==> config.mk <==
export PLATFORM = sky130hd
export DESIGN_NAME = fpc_top
export DESIGN_NICKNAME = d
export VERILOG_FILES = /design/src/logic/fpc_pkg.sv /design/src/logic/fpc_cls_if.sv /design/src/logic/fpc_top.sv /design/src/logic/fpc_unpack.sv /design/src/logic/fpc_denorm.sv
export SDC_FILE = /design/constraint.sdc
export NUM_CORES = 1
export LEC_CHECK = 0
export BUFFER_PORTS_ARGS = -buffer_cell sky130_fd_sc_hd__buf_4
export CORE_UTILIZATION = 30
export DETAILED_ROUTE_END_ITERATION = 8
export GPL_TIMING_DRIVEN = 1
export PLACE_DENSITY = 0.61
export SYNTH_ARGS = -nofsm -noshare
export SYNTH_HDL_FRONTEND = slang
export SYNTH_HIERARCHICAL = 1
export SYNTH_SLANG_ARGS = --single-unit
==> constraint.sdc <==
create_clock -name mclk -period 6.55 [get_ports mclk]
set_clock_uncertainty 0.05 [all_clocks]
set_input_delay 1.31 -clock mclk [delete_from_list [all_inputs] [get_ports mclk]]
set_output_delay 1.31 -clock mclk [all_outputs]
set_load 0.1 [all_outputs]
==> src/logic/fpc_pkg.sv <==
// Shared formats, field positions, limits and class decoding.
package fpc_pkg;

   typedef enum logic [1:0] {
      FPC_FMT_SINGLE,
      FPC_FMT_DOUBLE,
      FPC_FMT_EXT
   } fpc_fmt_type;

   localparam int FPC_OP_W   = 96;
   localparam int FPC_MANT_W = 64;
   localparam int FPC_EXP_W  = 15;
   localparam int FPC_REXP_W = 17;
   localparam int FPC_CLS_W  = 7;

   // One-hot class positions.
   localparam int FPC_CLS_NORM   = 0;
   localparam int FPC_CLS_DENORM = 1;
   localparam int FPC_CLS_UNNORM = 2;
   localparam int FPC_CLS_ZERO   = 3;
   localparam int FPC_CLS_INF    = 4;
   localparam int FPC_CLS_QNAN   = 5;
   localparam int FPC_CLS_SIGNAL = 6;

   // Single precision layout and limits.
   localparam int FPC_SGL_SIGN    = 31;
   localparam int FPC_SGL_EXP_HI  = 30;
   localparam int FPC_SGL_EXP_LO  = 23;
   localparam int FPC_SGL_FRAC_HI = 22;
   localparam int FPC_SGL_BIAS    = 127;
   localparam int FPC_SGL_DEN_POW = 126;
   localparam logic [16:0] FPC_SGL_EMAX = 17'h000ff;

   // Double precision layout and limits.
   localparam int FPC_DBL_SIGN    = 63;
   localparam int FPC_DBL_EXP_HI  = 62;
   localparam int FPC_DBL_EXP_LO  = 52;
   localparam int FPC_DBL_FRAC_HI = 51;
   localparam int FPC_DBL_BIAS    = 1023;
   localparam logic [16:0] FPC_DBL_EMAX = 17'h007ff;

   // Extended precision layout and limits.
   localparam int FPC_EXT_SIGN    = 95;
   localparam int FPC_EXT_EXP_HI  = 94;
   localparam int FPC_EXT_EXP_LO  = 80;
   localparam int FPC_EXT_RSV_HI  = 79;
   localparam int FPC_EXT_RSV_LO  = 64;
   localparam int FPC_EXT_INT     = 63;
   localparam int FPC_EXT_FRAC_HI = 62;
   localparam int FPC_EXT_BIAS    = 16383;
   localparam logic [16:0] FPC_EXT_EMAX = 17'h07fff;

   localparam logic [16:0] FPC_EXP_MIN = 17'h00000;

   // Values after reset.
   localparam logic [6:0]  FPC_RST_CLS  = 7'h00;
   localparam logic [95:0] FPC_RST_WORD = 96'h0;

   // Generated NaN words: exponent at maximum, every mantissa bit one.
   localparam logic [95:0] FPC_SGL_GEN_NAN = 96'h7fffffff;
   localparam logic [95:0] FPC_DBL_GEN_NAN = 96'h7fffffffffffffff;
   localparam logic [95:0] FPC_EXT_GEN_NAN =
      96'h7fff0000ffffffffffffffff;

   function automatic logic [16:0] fpc_emax(input fpc_fmt_type fmt);
      unique case (fmt)
         FPC_FMT_SINGLE: fpc_emax = FPC_SGL_EMAX;
         FPC_FMT_DOUBLE: fpc_emax = FPC_DBL_EMAX;
         FPC_FMT_EXT:    fpc_emax = FPC_EXT_EMAX;
         default:        fpc_emax = FPC_EXT_EMAX;
      endcase
   endfunction : fpc_emax

endpackage : fpc_pkg

==> src/logic/fpc_cls_if.sv <==
// Decoded fields and class of one operand, passed from unpacker to top.
`timescale 1ns/1ps
interface fpc_cls_if;
   logic        sign;
   logic [14:0] exp;
   logic [63:0] mant;
   logic [6:0]  cls;
   modport src (output sign, output exp, output mant, output cls);
   modport dst (input sign, input exp, input mant, input cls);
endinterface : fpc_cls_if

==> src/logic/fpc_top.sv <==
// Real operand classifier: decode, class, traps, NaN results, range checks.
`timescale 1ns/1ps
// Function
// - Single/double zero exponent: denormal, integer zero
// - Extended zero exponent with integer one: normal
// - Normal: implied or explicit integer bit one
// - Underflow when exponent at or below minimum
// - Underflow shifts mantissa right, zero when empty
// - Extended nonzero exponent, integer zero: unnormal
// - Denormal or unnormal operand raises unimplemented trap
// - Overflow when exponent at or above maximum
// - Extended infinity/NaN ignores the integer bit
// - Any NaN operand yields a NaN result, except a trapped signaling NaN
// - Leading fraction bit one quiet, zero signaling
// - Never output a signaling NaN
// - Untrapped signaling NaN is quieted and passed
// - Generated NaN has all mantissa bits one
// - Single: sign 31, exponent 30:23, fraction 22:0
// - Single normal: bias 127, exponent 1 to 254
// - Single denormal: two to minus 126 times 0.f
// - Zero, infinity, NaN decoded from exponent and fraction
// - Double: sign 63, exponent 62:52, fraction 51:0
// - Sign zero positive, sign one negative
// - Double: 11-bit exponent, bias 1023, 52-bit fraction
// - Extended: 96 bits, bias 16383, 16 reserved zeros
module fpc_top
   import fpc_pkg::*;
#(
   parameter int MANT_W = FPC_MANT_W
)
(
   // Clock, reset and enable.
   input  wire logic               mclk,
   input  wire logic               rst_n,
   input  wire logic               ce,
   // Operands.
   input  wire logic               op_valid,
   input  wire fpc_fmt_type        op_fmt,
   input  wire logic [95:0]        op_a,
   input  wire logic [95:0]        op_b,
   input  wire logic               op_dyadic,
   input  wire logic               gen_nan,
   input  wire logic               nan_trap_en,
   // Result to check.
   input  wire logic signed [16:0] res_exp,
   input  wire logic [63:0]        res_mant,
   // Valid flag, decoded operand A and class of operand B.
   output logic                    out_valid,
   output logic                    a_sign,
   output logic [14:0]             a_exp,
   output logic [63:0]             a_mant,
   output logic [6:0]              a_class,
   output logic [6:0]              b_class,
   // Traps and NaN result.
   output logic                    trap_unimpl,
   output logic                    signaling_not_a_number,
   output logic                    nan_valid,
   output logic [95:0]             nan_word,
   // Range checks.
   output logic                    underflow,
   output logic                    overflow,
   output logic signed [16:0]      den_exp,
   output logic [63:0]             den_mant
);

   generate
      if (MANT_W != FPC_MANT_W) begin : g_bad_width
         $error("fpc_top serves only a 64-bit mantissa");
      end
   endgenerate

   fpc_cls_if cls_a ();
   fpc_cls_if cls_b ();

   logic [95:0]        opnd [2];
   logic [6:0]         cls_v [2];

   assign opnd[0]  = op_a;
   assign opnd[1]  = op_b;
   assign cls_v[0] = cls_a.cls;
   assign cls_v[1] = cls_b.cls;

   fpc_unpack u_unpack_a (
      .fmt    (op_fmt),
      .data   (op_a),
      .cls_if (cls_a)
   );

   fpc_unpack u_unpack_b (
      .fmt    (op_fmt),
      .data   (op_b),
      .cls_if (cls_b)
   );

   logic               next_underflow;
   logic               next_overflow;
   logic signed [16:0] next_den_exp;
   logic [63:0]        next_den_mant;

   fpc_denorm u_denorm (
      .fmt       (op_fmt),
      .res_exp   (res_exp),
      .res_mant  (res_mant),
      .underflow (next_underflow),
      .overflow  (next_overflow),
      .den_exp   (next_den_exp),
      .den_mant  (next_den_mant)
   );

   // Sets the leading fraction bit and clears reserved bits of a NaN.
   function automatic logic [95:0] fpc_quiet(input fpc_fmt_type fmt,
                                             input logic [95:0] d);
      fpc_quiet = d;
      unique case (fmt)
         FPC_FMT_SINGLE: begin
            fpc_quiet = {64'h0, d[31:0]};
            fpc_quiet[FPC_SGL_FRAC_HI] = 1'b1;
         end
         FPC_FMT_DOUBLE: begin
            fpc_quiet = {32'h0, d[63:0]};
            fpc_quiet[FPC_DBL_FRAC_HI] = 1'b1;
         end
         default: begin
            fpc_quiet[FPC_EXT_RSV_HI:FPC_EXT_RSV_LO] = 16'h0;
            fpc_quiet[FPC_EXT_FRAC_HI] = 1'b1;
         end
      endcase
   endfunction : fpc_quiet

   function automatic logic [95:0] fpc_gen(input fpc_fmt_type fmt);
      unique case (fmt)
         FPC_FMT_SINGLE: fpc_gen = FPC_SGL_GEN_NAN;
         FPC_FMT_DOUBLE: fpc_gen = FPC_DBL_GEN_NAN;
         default:        fpc_gen = FPC_EXT_GEN_NAN;
      endcase
   endfunction : fpc_gen

   logic [1:0]  used;
   logic [1:0]  is_nan;
   logic [1:0]  is_sig;
   logic [1:0]  is_unimpl;
   logic        next_trap;
   logic        next_sig;
   logic        next_nan_valid;
   logic [95:0] next_nan_word;

   // Per-operand flags; operand B counts only for two-operand work.
   genvar gi;
   generate
      for (gi = 0; gi < 2; gi++) begin : g_flags
         assign used[gi]      = (gi == 0) ? 1'b1 : op_dyadic;
         assign is_sig[gi]    = used[gi] & cls_v[gi][FPC_CLS_SIGNAL];
         assign is_nan[gi]    = used[gi] &
                                (cls_v[gi][FPC_CLS_QNAN] | is_sig[gi]);
         assign is_unimpl[gi] = used[gi] &
                                (cls_v[gi][FPC_CLS_DENORM] |
                                 cls_v[gi][FPC_CLS_UNNORM]);
      end
   endgenerate

   always_comb begin
      next_trap      = |is_unimpl;
      next_sig       = (|is_sig) & nan_trap_en;
      next_nan_valid = 1'b0;
      next_nan_word  = FPC_RST_WORD;
      if (|is_nan) begin
         // A trapped signaling NaN produces no result at all.
         next_nan_valid = ~next_sig;
         // Operand A wins when both are NaNs.
         next_nan_word  = fpc_quiet(op_fmt,
                                    is_nan[0] ? opnd[0] : opnd[1]);
      end else if (gen_nan) begin
         next_nan_valid = 1'b1;
         next_nan_word  = fpc_gen(op_fmt);
      end
   end

   always_ff @(posedge mclk) begin
      if (!rst_n) begin
         out_valid <= 1'b0;
      end else if (ce) begin
         out_valid <= op_valid;
      end
   end

   // Decoded fields and class vectors.
   always_ff @(posedge mclk) begin
      if (!rst_n) begin
         a_sign  <= 1'b0;
         a_exp   <= 15'h0;
         a_mant  <= 64'h0;
         a_class <= FPC_RST_CLS;
         b_class <= FPC_RST_CLS;
      end else if (ce && op_valid) begin
         a_sign  <= cls_a.sign;
         a_exp   <= cls_a.exp;
         a_mant  <= cls_a.mant;
         a_class <= cls_a.cls;
         b_class <= op_dyadic ? cls_b.cls : FPC_RST_CLS;
      end
   end

   // Trap requests and NaN result.
   always_ff @(posedge mclk) begin
      if (!rst_n) begin
         trap_unimpl            <= 1'b0;
         signaling_not_a_number <= 1'b0;
         nan_valid              <= 1'b0;
         nan_word               <= FPC_RST_WORD;
      end else if (ce) begin
         trap_unimpl            <= op_valid & next_trap;
         signaling_not_a_number <= op_valid & next_sig;
         nan_valid              <= op_valid & next_nan_valid;
         nan_word               <= next_nan_word;
      end
   end

   // Result range checks.
   always_ff @(posedge mclk) begin
      if (!rst_n) begin
         underflow <= 1'b0;
         overflow  <= 1'b0;
         den_exp   <= 17'sh0;
         den_mant  <= 64'h0;
      end else if (ce) begin
         underflow <= op_valid & next_underflow;
         overflow  <= op_valid & next_overflow;
         den_exp   <= next_den_exp;
         den_mant  <= next_den_mant;
      end
   end

   // Checks on the registered outputs.
   class_onehot_a: assert property (
      @(posedge mclk) disable iff (!rst_n)
      out_valid |-> $onehot(a_class))
      else $error("operand class is not one-hot");

   single_denorm_a: assert property (
      @(posedge mclk) disable iff (!rst_n)
      ce && op_valid && op_fmt == FPC_FMT_SINGLE && op_a[30:23] == 8'h00
      && op_a[22:0] != 23'h0
      |=> a_class[FPC_CLS_DENORM] && !a_mant[63] && trap_unimpl)
      else $error("single zero exponent not denormal with trap");

   ext_zero_norm_a: assert property (
      @(posedge mclk) disable iff (!rst_n)
      ce && op_valid && op_fmt == FPC_FMT_EXT && op_a[94:80] == 15'h0
      && op_a[63] && !op_dyadic
      |=> a_class[FPC_CLS_NORM] && !trap_unimpl)
      else $error("extended zero exponent with integer one not normal");

   ext_unnorm_a: assert property (
      @(posedge mclk) disable iff (!rst_n)
      ce && op_valid && op_fmt == FPC_FMT_EXT && op_a[94:80] != 15'h0
      && op_a[94:80] != 15'h7fff && !op_a[63]
      |=> a_class[FPC_CLS_UNNORM] && trap_unimpl)
      else $error("unnormal extended operand missed");

   ext_inf_any_a: assert property (
      @(posedge mclk) disable iff (!rst_n)
      ce && op_valid && op_fmt == FPC_FMT_EXT && op_a[94:80] == 15'h7fff
      && op_a[62:0] == 63'h0 |=> a_class[FPC_CLS_INF])
      else $error("extended infinity misclassified");

   nan_result_a: assert property (
      @(posedge mclk) disable iff (!rst_n)
      ce && op_valid && !nan_trap_en
      && (cls_a.cls[FPC_CLS_QNAN] || cls_a.cls[FPC_CLS_SIGNAL])
      |=> nan_valid)
      else $error("NaN operand gave no NaN result");

   never_signal_a: assert property (
      @(posedge mclk) disable iff (!rst_n)
      ce && op_valid |=> !nan_valid
      || (nan_word[22] && $past(op_fmt) == FPC_FMT_SINGLE)
      || (nan_word[51] && $past(op_fmt) == FPC_FMT_DOUBLE)
      || (nan_word[62] && $past(op_fmt) == FPC_FMT_EXT))
      else $error("signaling NaN produced as a result");

   quiet_copy_a: assert property (
      @(posedge mclk) disable iff (!rst_n)
      ce && op_valid && !nan_trap_en && op_fmt == FPC_FMT_SINGLE
      && cls_a.cls[FPC_CLS_SIGNAL]
      |=> nan_word == {64'h0, $past(op_a[31:23]), 1'b1, $past(op_a[21:0])})
      else $error("signaling NaN not quieted from its source");

   gen_nan_a: assert property (
      @(posedge mclk) disable iff (!rst_n)
      ce && op_valid && gen_nan && op_fmt == FPC_FMT_EXT
      && !cls_a.cls[FPC_CLS_QNAN] && !cls_a.cls[FPC_CLS_SIGNAL]
      && !(op_dyadic && (cls_b.cls[FPC_CLS_QNAN] || cls_b.cls[FPC_CLS_SIGNAL]))
      |=> nan_valid && nan_word[63:0] == 64'hffffffffffffffff)
      else $error("generated NaN mantissa not all ones");

   under_flag_a: assert property (
      @(posedge mclk) disable iff (!rst_n)
      ce && op_valid && res_exp <= 17'sh0 |=> underflow && den_exp == 17'sh0)
      else $error("underflow not flagged at minimum exponent");

   under_zero_a: assert property (
      @(posedge mclk) disable iff (!rst_n)
      ce && op_valid && res_exp <= -17'sd64 |=> den_mant == 64'h0)
      else $error("fully shifted mantissa not zero");

   over_flag_a: assert property (
      @(posedge mclk) disable iff (!rst_n)
      ce && op_valid && op_fmt == FPC_FMT_SINGLE
      |=> overflow == ($past(res_exp) >= 17'sh000ff))
      else $error("single overflow threshold wrong");

endmodule : fpc_top

==> src/logic/fpc_unpack.sv <==
// Splits one operand into sign, exponent and mantissa, and classifies it.
`timescale 1ns/1ps
module fpc_unpack
   import fpc_pkg::*;
(
   // Operand.
   input  wire fpc_fmt_type fmt,
   input  wire logic [95:0] data,
   // Decoded result.
   fpc_cls_if.src           cls_if
);

   logic        exp_zero;
   logic        exp_max;
   logic [62:0] frac;

   always_comb begin
      cls_if.sign = 1'b0;
      cls_if.exp  = 15'h0;
      cls_if.mant = 64'h0;
      exp_zero    = 1'b0;
      exp_max     = 1'b0;
      unique case (fmt)
         FPC_FMT_SINGLE: begin
            cls_if.sign = data[FPC_SGL_SIGN];
            cls_if.exp  = {7'h0, data[FPC_SGL_EXP_HI:FPC_SGL_EXP_LO]};
            exp_zero    = (cls_if.exp == 15'h0);
            exp_max     = ({2'h0, cls_if.exp} == FPC_SGL_EMAX);
            // Implied integer bit is one unless exponent is zero.
            cls_if.mant = {~exp_zero, data[FPC_SGL_FRAC_HI:0],
                           40'h0};
         end
         FPC_FMT_DOUBLE: begin
            cls_if.sign = data[FPC_DBL_SIGN];
            cls_if.exp  = {4'h0, data[FPC_DBL_EXP_HI:FPC_DBL_EXP_LO]};
            exp_zero    = (cls_if.exp == 15'h0);
            exp_max     = ({2'h0, cls_if.exp} == FPC_DBL_EMAX);
            cls_if.mant = {~exp_zero, data[FPC_DBL_FRAC_HI:0],
                           11'h0};
         end
         default: begin
            cls_if.sign = data[FPC_EXT_SIGN];
            cls_if.exp  = data[FPC_EXT_EXP_HI:FPC_EXT_EXP_LO];
            exp_zero    = (cls_if.exp == 15'h0);
            exp_max     = ({2'h0, cls_if.exp} == FPC_EXT_EMAX);
            cls_if.mant = data[FPC_EXT_INT:0];
         end
      endcase
   end

   assign frac = cls_if.mant[62:0];

   always_comb begin
      cls_if.cls = 7'h0;
      if (exp_max) begin
         // Integer bit is ignored for infinities and NaNs.
         if (frac == 63'h0)
            cls_if.cls[FPC_CLS_INF] = 1'b1;
         else if (frac[62])
            cls_if.cls[FPC_CLS_QNAN] = 1'b1;
         else
            cls_if.cls[FPC_CLS_SIGNAL] = 1'b1;
      end else if (exp_zero) begin
         if (fmt == FPC_FMT_EXT && cls_if.mant[63])
            cls_if.cls[FPC_CLS_NORM] = 1'b1;
         else if (frac == 63'h0)
            cls_if.cls[FPC_CLS_ZERO] = 1'b1;
         else
            cls_if.cls[FPC_CLS_DENORM] = 1'b1;
      end else if (!cls_if.mant[63]) begin
         cls_if.cls[FPC_CLS_UNNORM] = 1'b1;
      end else begin
         cls_if.cls[FPC_CLS_NORM] = 1'b1;
      end
   end

endmodule : fpc_unpack

==> src/logic/fpc_denorm.sv <==
// Checks a result exponent against its format limits and denormalizes.
`timescale 1ns/1ps
module fpc_denorm
   import fpc_pkg::*;
(
   // Result in.
   input  wire fpc_fmt_type        fmt,
   input  wire logic signed [16:0] res_exp,
   input  wire logic [63:0]        res_mant,
   // Checked result out.
   output logic                    underflow,
   output logic                    overflow,
   output logic signed [16:0]      den_exp,
   output logic [63:0]             den_mant
);

   logic signed [16:0] emax;
   logic [16:0]        shift;

   always_comb begin
      emax      = fpc_emax(fmt);
      underflow = (res_exp <= $signed(FPC_EXP_MIN));
      overflow  = (res_exp >= emax);
      shift     = 17'(FPC_EXP_MIN - res_exp);
      den_exp   = res_exp;
      den_mant  = res_mant;
      if (underflow) begin
         // Right shift raises exponent to minimum; all bits gone gives zero.
         den_exp  = FPC_EXP_MIN;
         den_mant = (shift >= 17'd64) ? 64'h0 : (res_mant >> shift);
      end
   end

endmodule : fpc_denorm

Word-level counts from Yosys, hierarchy flattened
Index checks and enable logic that the tools add are counted.
Word-level totals
  output and inout port bits: 277
  input bits: 282
  word-level logic and storage cells: 116
  register bits: 277
Cells by class
  shift operators: 1
  $lt $le $gt $ge: 3
  reductions and logical operators: 16
  bitwise gates (word level): 18
  mux-type cells: 55
  equal/unequal tests: 8
  add/subtract/negate cells: 1
Operators by type and width (number)
  case mux 64 bit (2 select lines): 2
  2-to-1 mux 96 bit: 2
  case mux 95 bit (2 select lines): 1
  2-to-1 mux 64 bit: 2
  logical NOT 63 bit: 2
  case mux 62 bit (2 select lines): 1
  2-to-1 mux 95 bit: 1
  right shift 64 x 17 -> 64 bit: 1
  case mux 15 bit (2 select lines): 2
  equality test 15 bit (second input constant): 2
  logical NOT 15 bit: 2
  2-to-1 mux 1 bit: 29
  equality test 11 bit (second input constant): 2
  logical NOT 11 bit: 2
  >= comparator 17 x 16 -> 1 bit: 1
  >= comparator 17 x 7 -> 1 bit (second input constant): 1
  <= comparator 17 x 1 -> 1 bit (second input constant): 1
  2-to-1 mux 17 bit: 1
  subtractor 1 x 17 -> 17 bit (first input constant): 1
  equality test 8 bit (second input constant): 2
  logical NOT 8 bit: 2
  2-to-1 mux 16 bit: 1
  case mux 1 bit (2 select lines): 6
  AND 1 bit: 9
  other kinds (11): 26

Longest topological paths before layout
Gate-level depths: netlist of the first run.
  word-level depth: 12
  mapped depth: 19
  gate-level depth less buffers: 13

Cells and area by module
The synthesis of the first run kept the hierarchy.
Modules (own cells, without submodules)
  fpc_top: cells each 1096, instances 1, sequential area each 5225.0 sq um, area an instance 10211.0 sq um
  fpc_denorm: cells each 660, instances 1, sequential area each 0.0 sq um, area an instance 5584.1 sq um
  fpc_unpack: cells each 242, instances 2, sequential area each 0.0 sq um, area an instance 1542.7 sq um

Worst setup path after synthesis of the first run
No wires, ideal clock.
  kind: input port to flip-flop
  start point: input port res_exp[0]
  end point: register den_mant[8]
  buffers on the path: 6
  stages on the path: 17
  data required time: 6.380 ns
  data arrival time: 5.045 ns
  path slack: 1.335 ns
  library setup time: 0.120 ns
  cell sequence: inv_1 buf_4 buf_2 buf_2 buf_2 ha_1 xor2_2 buf_4 buf_2 mux2i_1 mux2i_1 mux4_2 a22oi_1 nor2_1 a211o_1 mux2i_1 nor2b_1
On the way
  word-level cells in the longest chain between the ends: 4
  elaborated cells between the ends (all ways): 6
  classes of those cells: add/sub: 1; order compare: 2; shift: 1; mux: 2
Ends and longest elaborated chain
  start: declaration: line fpc_top.sv:45  | input wire logic signed [16:0] res_exp,
  subtractor 1 x 17 -> 17 bit: line fpc_denorm.sv:24  | shift = 17'(FPC_EXP_MIN - res_exp);
  >= comparator 17 x 7 -> 1 bit or right shift 64 x 17 -> 64 bit (tied branches): line fpc_denorm.sv:30  | den_mant = (shift >= 17'd64) ? 64'h0 : (res_mant >> shift);
  2-to-1 mux 64 bit: line fpc_denorm.sv:30
  2-to-1 mux 64 bit (*): line fpc_denorm.sv:27  | if (underflow) begin
  via next_den_mant[8]: line fpc_top.sv:98  | logic [63:0] next_den_mant;
  end signal: assignment: line fpc_top.sv:229  | den_mant <= next_den_mant;
  end: declaration: line fpc_top.sv:63  | output logic [63:0] den_mant
Mark *: on every way through the listed nets, which the timed path passes. The rest lies on a longest branch.
A chain may end at the register's enable or synchronous reset.

Worst setup path in the final report of the first run
  start point: input port op_fmt[0]
  end point: register nan_word[18]
On the way
  elaborated cells between the ends (all ways): 24
  classes of those cells: eq/ne: 1; mux: 15; bitwise: 4; reduce/logical: 4
RTL lines
  start: declaration: line fpc_top.sv:38  | input wire fpc_fmt_type op_fmt,
  equality test 2 x 1 -> 1 bit or logical NOT 2 bit (tied branches): line fpc_unpack.sv:23  | unique case (fmt)
  case mux 64 bit (2 select lines) (*): line fpc_unpack.sv:23
  via cls_a.mant[57]: line fpc_cls_if.sv:6  | logic [63:0] mant;
  logical NOT 63 bit (*): line fpc_unpack.sv:57  | if (frac == 63'h0)
  2-to-1 mux 2 bit (*): line fpc_unpack.sv:57
  2-to-1 mux 3 bit (*): line fpc_unpack.sv:55  | if (exp_max) begin
  via cls_a.cls[6]: line fpc_cls_if.sv:7  | logic [6:0] cls;
  bitwise OR 1 bit (*): line fpc_top.sv:154  | (cls_v[gi][FPC_CLS_QNAN] | is_sig[gi]);
  2-to-1 mux 96 bit: line fpc_top.sv:171  | is_nan[0] ? opnd[0] : opnd[1]);
  case mux 62 bit (2 select lines): line fpc_top.sv:114  | unique case (fmt)
  2-to-1 mux 96 bit (*): line fpc_top.sv:166  | if (|is_nan) begin
  end signal: assignment: line fpc_top.sv:214  | nan_word <= next_nan_word;
  end: declaration: line fpc_top.sv:58  | output logic [95:0] nan_word,
Marks and branches as above.

==> flow_summary_export.csv, run 1 <==
group,metric,value,unit
die,die_w,249,um
timing,slew_headroom,27.8,%
global_routing,grt_pass1_vias,18916,
timing,worst_slack,1.54,ns
die,io_pins,559,
placed_design,dpl.hpwl,72100,um
die,initial_core_util,30.3,%
placed_design,gp_congestion,1.02,
power,irDropWorstVdd,0.000191,V
logic_synthesis,postSynthCellCount,2158,
logic_synthesis,netlist_area,18300,um2
worst_setup_path,crit_fanout,35,
worst_setup_path,cp-end-kind,"register",
route,firstDrtPassIters,6,
route,routedWlPerCell,27.8,um
cts,cts_root_buf,"clkbuf_16",
worst_hold_path,hold_path.class,"reg2reg",
cts,post_cts_resize_count,0,
cts,hold_buffers,0,
placed_design,dp.cells,3313,
worst_setup_path,rr_worst_depth,2,
logic_synthesis,synth.avg_cell_area,8.49,um2
finish,multiInputGateArea,12100,um2
cts,cts_inserted_buffers,35,
power,clkPwrFrac,35.9,%
timing,setup_tns,0,ns
finish,fin_area,23800,um2
route,viasPerCell,5.87,
placed_design,placed_area,22600,um2
timing,tightest_slew,1.08,ns
cts,cts_tree,"built",
route,route.vias.total,19865,
logic_synthesis,yosys_warnings,6,
placed_design,portBuffers,510,
die,die_h,249,um
power,report.power.total,0.00561,W
job,drv_cap,0,
power,p_seq_share,30.3,%
die,core_area,60400,um2
worst_setup_path,cp-start-kind,"input pin",
route,route.detailed.drc,0,
power,power_switching,0.00218,W
finish,final_layout_size_suffix_gt1_share,30.2,%
global_routing,antenna_found_initial,8,
worst_hold_path,hold_depth,2,
worst_setup_path,cp.required,6.95,ns
timing,fmax,0.199,GHz
cts,cts_max_path_buffers,3,
timing,hold_viol,0,
power,p_comb_share,33.8,%
global_routing,grt_pass1_wl,132000,um
finish,area_growth,30.1,%
placed_design,post-place-ws,1.08,ns
timing,setup_viol,0,
power,p_per_area,235,nW/um2
route,drtIter0Drc,2329,
timing,final-max-slew-violation-count,0,
die,die-area,62000,um2
power,leakagePower,9.87,nW
global_routing,grt_max_degree,120,
cts,clk_latency,0.55,ns
global_routing,grt.total_usage,28.7,%
route,ant_nets,0,
timing,fin_crit_sh,76.5,%
power,p_int,0.00343,W
finish,nNetsFinal,2861,
route,wl,94300,um
cts,htreeDepth,2,
worst_setup_path,cp.arrival,5.41,ns
cts,postCtsSetupBuffers,0,
run_status,status,"finished clean",
timing,rsz0062_at_grt,"false",
finish,fillCellCount,6132,
cts,cts_sinks,261,
worst_setup_path,critical_path_class,"in2reg",
finish,register_area,5230,um2
cts,clk_pin_slew,0.06,ns
timing,finalCriticalPeriod,5.01,ns
finish,layoutNonFillerInstCount,3385,
power,p_sw_share,38.9,%
global_routing,grt.overflow.total,0,
die,row_count,90,
## per-stage QoR
stage                     util, %  hold WS (ns)
after detailed placement     37.5         0.392
after floorplan                 -         0.826
after global placement       37.5         0.390
after global routing         39.5         0.426
final                        39.5         0.396
after CTS                    39.4         0.400
## routing by layer
| metal | GRT usage [%] | wire (um) | vias up |
|---|---|---|---|
| li1 | - | - | 8726 |
| met3 | 9.72 | 10600 | 204 |
| met2 | 46.0 | 43400 | 1245 |
| met4 | 12.2 | 3860 | 0 |
| met5 | 0 | 0 | - |
| met1 | 34.9 | 36300 | 9690 |
## cell usage in the layout (no fill, tap or decap), drive strengths merged, types with 17 or more instances in the layout
master  count
nor2       48
nor4       45
o22ai      47
buf       560
dfxtp     261
a22oi      48
nand3      45
and2       45
nand2     418
a22o       39
o21ai     179
nand4      26
mux2i     217
inv        17
mux4       78
a21boi     97
clkbuf     42
nor3       32
nor2b      93
a21oi      65
## worst paths after layout
kind | startpoint | to | slack, ns
max | op_fmt[0] | nan_word[18]$_SDFFE_PN0P_ | 1.54
min | nan_word[90]$_SDFFE_PN0P_ | nan_word[90]$_SDFFE_PN0P_ | 0.40
max reg2reg | den_exp[0]$_SDFFE_PN0P_ | den_exp[0]$_SDFFE_PN0P_ | 5.71
min reg2reg | nan_word[90]$_SDFFE_PN0P_ | nan_word[90]$_SDFFE_PN0P_ | 0.40
## worst max-delay path, stage by stage
cell     delay (ns)
buf_4          0.33
buf_12         0.30
mux2i_1        0.25
o21ai_1        0.11
nor4_1         0.45
nand3_1        0.14
or4_4          0.50
nor3b_1        0.20
or2_1          0.32
buf_4          0.27
nor2_2         0.48
buf_4          0.35
a22oi_1        0.15
a21oi_1        0.19
## sequential cells by signal, indices dropped and copies added, names as in the netlist
| signal | count |
|---|---|
| a_mant | 64 |
| underflow | 1 |
| overflow | 1 |
| nan_valid | 1 |
| den_exp | 17 |
| den_mant | 64 |
| out_valid | 1 |
| signaling_not_a_number | 1 |
| trap_unimpl | 1 |
| a_class | 7 |
| a_exp | 15 |
| b_class | 7 |
| a_sign | 1 |
| nan_word | 80 |
## cell type report
type / instances / share of cell area (%)
Multi-Input combinational cell: 1695 / 50.9
Sequential cell: 261 / 21.9
Timing Repair Buffer: 560 / 17.8
Tap cell: 782 / 4.11
Clock buffer: 42 / 4.00
Clock inverter: 19 / 0.992
Inverter: 15 / 0.236
Antenna cell: 11 / 0.116
## power groups by stage
| stage | clock [W] | sequential (W) | combinational (W) |
|---|---|---|---|
| 3_3_place_gp | 0 | 0.00173 | 0.00185 |
| 2_1_floorplan | 0 | 0.00223 | 0.000731 |
| 4_1_cts | 0.00205 | 0.00170 | 0.00186 |
| 6_report | 0.00201 | 0.00170 | 0.00189 |
| 5_1_grt | 0.00210 | 0.00171 | 0.00195 |
| 3_5_place_dp | 0 | 0.00173 | 0.00185 |
Power figures use the tool's default switching activity.
==> inputs of run 2 (changes only) <==
==> constraint.sdc (replaced) <==
create_clock -name mclk -period 4.78 [get_ports mclk]
set_clock_uncertainty 0.05 [all_clocks]
set_input_delay 0.956 -clock mclk [delete_from_list [all_inputs] [get_ports mclk]]
set_output_delay 0.956 -clock mclk [all_outputs]
set_load 0.1 [all_outputs]
==> flow_summary_export.csv, run 2 (synthesis results as in run 1) <==
group,metric,value,unit
run_status,status,"finished clean",
worst_setup_path,cpMostUsedCell,"buf_4",
finish,final_cell_mix,"buf_4 (580), nand2_1 (414), dfxtp_1 (261), mux2i_1 (217), a21boi_0 (97)",
timing,finalCriticalPeriod,4.16,ns
die,io_pins,559,
worst_setup_path,crit_slowest_cell,"or4_4",
die,die_h,249,um
route,wl_met3,10800,um
worst_hold_path,hold_path.class,"reg2reg",
cts,clk_latency,0.54,ns
finish,final_common_cell,"buf_4",
timing,worst_slack,0.618,ns
route,route.vias.total,20146,
power,p_seq_share,30.6,%
placed_design,gp_congestion,0.958,
cts,htreeDepth,2,
finish,fillCellCount,6159,
route,wl_met1,37800,um
placed_design,placed_area,23000,um2
placed_design,portBuffers,510,
global_routing,grt.overflow.total,0,
timing,slew_headroom,19.2,%
cts,cts_inserted_buffers,34,
worst_setup_path,cp.required,5.15,ns
timing,fmax,0.240,GHz
cts,postCtsSetupBuffers,0,
power,p_sw_share,38.9,%
timing,rsz0062_at_grt,"false",
finish,nNetsFinal,2892,
worst_setup_path,cpPeakStageDelay,0.51,ns
global_routing,grt_max_degree,117,
global_routing,grt_pass1_wl,136000,um
power,report.power.total,0.00763,W
finish,area_growth,31.7,%
route,wl,96500,um
worst_setup_path,crit_fanout,31,
timing,setup_viol,0,
finish,register_area,5230,um2
cts,post_cts_resize_count,0,
die,die-area,62000,um2
global_routing,antenna_found_initial,12,
global_routing,grt.total_usage,29.7,%
worst_setup_path,critical_path_class,"in2reg",
timing,fin_crit_sh,87.1,%
route,wl_met2,43700,um
cts,cts_max_path_buffers,3,
route,ant_nets,0,
worst_setup_path,cp.arrival,4.53,ns
power,p_comb_share,34.8,%
finish,final_layout_size_suffix_gt1_share,30.9,%
route,routedWlPerCell,28.3,um
finish,multiInputGateArea,12100,um2
job,drv_cap,0,
worst_setup_path,critical_path.cell_chain,"buf_4 -> buf_4 -> o21ai_0 -> nor4_1 -> nand3_1 -> or4_4 -> nor3b_1 -> or2_1 -> or3_1 -> nand4b_4 -> buf_12 -> o21ai_2",
route,firstDrtPassIters,8,
power,p_int,0.00466,W
die,die_w,249,um
route,route.detailed.drc,0,
cts,cts_tree,"built",
power,p_per_area,317,nW/um2
finish,fin_area,24100,um2
die,core_area,60400,um2
finish,reg_top3,"nan_word x80, a_mant x64, den_mant x64",
timing,hold_viol,0,
worst_setup_path,cp-start-kind,"input pin",
power,leakagePower,10.0,nW
cts,cts_root_buf,"clkbuf_16",
finish,largest_reg_flops,80,
power,irDropWorstVdd,0.000250,V
cts,cts_sinks,261,
finish,largest_register,"nan_word",
timing,tightest_slew,1.20,ns
placed_design,dpl.hpwl,75000,um
route,drtIter0Drc,2325,
timing,setup_tns,0,ns
timing,final-max-slew-violation-count,0,
route,highest_layer,"met5",
die,row_count,90,
finish,final_core_util,39.9,%
worst_setup_path,cp-end-kind,"register",
die,initial_core_util,30.3,%
power,power_switching,0.00297,W
cts,hold_buffers,0,
route,viasPerCell,5.91,
cts,clk_pin_slew,0.06,ns
power,clkPwrFrac,34.6,%
placed_design,post-place-ws,0.216,ns
global_routing,grt_pass1_vias,19082,
run 2: cell count changes in the layout (fill, tap and decap cells not counted), moves of 4 or more:
cell / change
clkbuf_1: +5
buf_12: +9
diode_2: -4
clkinv_2: -4
clkbuf_8: +5
buf_4: +23
run 2: final timing paths:
path	startpoint	endpoint	slack, ns	cells after the start
min reg2reg	nan_word[90]$_SDFFE_PN0P_	nan_word[90]$_SDFFE_PN0P_	0.40	2
max	op_fmt[1]	nan_word[34]$_SDFFE_PN0P_	0.62	12
min	nan_word[90]$_SDFFE_PN0P_	nan_word[90]$_SDFFE_PN0P_	0.40	2
max reg2reg	den_exp[0]$_SDFFE_PN0P_	den_exp[0]$_SDFFE_PN0P_	3.94	2
run 2: layout make-up:
type                            instances  share of cell area, %
Sequential cell                       261                   21.7
Clock inverter                          8                  0.498
Inverter                               15                  0.234
Multi-Input combinational cell       1695                   50.2
Antenna cell                            7                 0.0727
Tap cell                              782                   4.06
Clock buffer                           51                   4.21
Timing Repair Buffer                  592                   19.0
run 2: power by group through the flow:
stage	logic (W)	registers, W	clock network [W]
after floorplan	0.00100	0.00306	0
after global placement	0.00261	0.00238	0
after detailed placement	0.00261	0.00238	0
after CTS	0.00261	0.00233	0.00269
after global routing	0.00274	0.00234	0.00279
final	0.00266	0.00234	0.00264
run 2: per-stage QoR:
step	hold slack (ns)	instances
floorplan	0.826	2173
global placement	0.393	3345
detailed placement	0.397	3345
CTS	0.407	3404
global route	0.430	3411
finish	0.402	3411
run 2: critical path, delay by kind of cell:
family | cells | cell delay (ns)
AO/OA/AOI/OAI | 2 | 0.35
buffers and inverters | 3 | 0.87
AND/OR/NAND/NOR | 7 | 2.30
run 2: layer usage:
metal,global-route usage [%],up-vias
met3,8.28,242
met4,12.1,8
met2,47.4,1334
li1,-,8777
met5,0,-
met1,37.6,9785
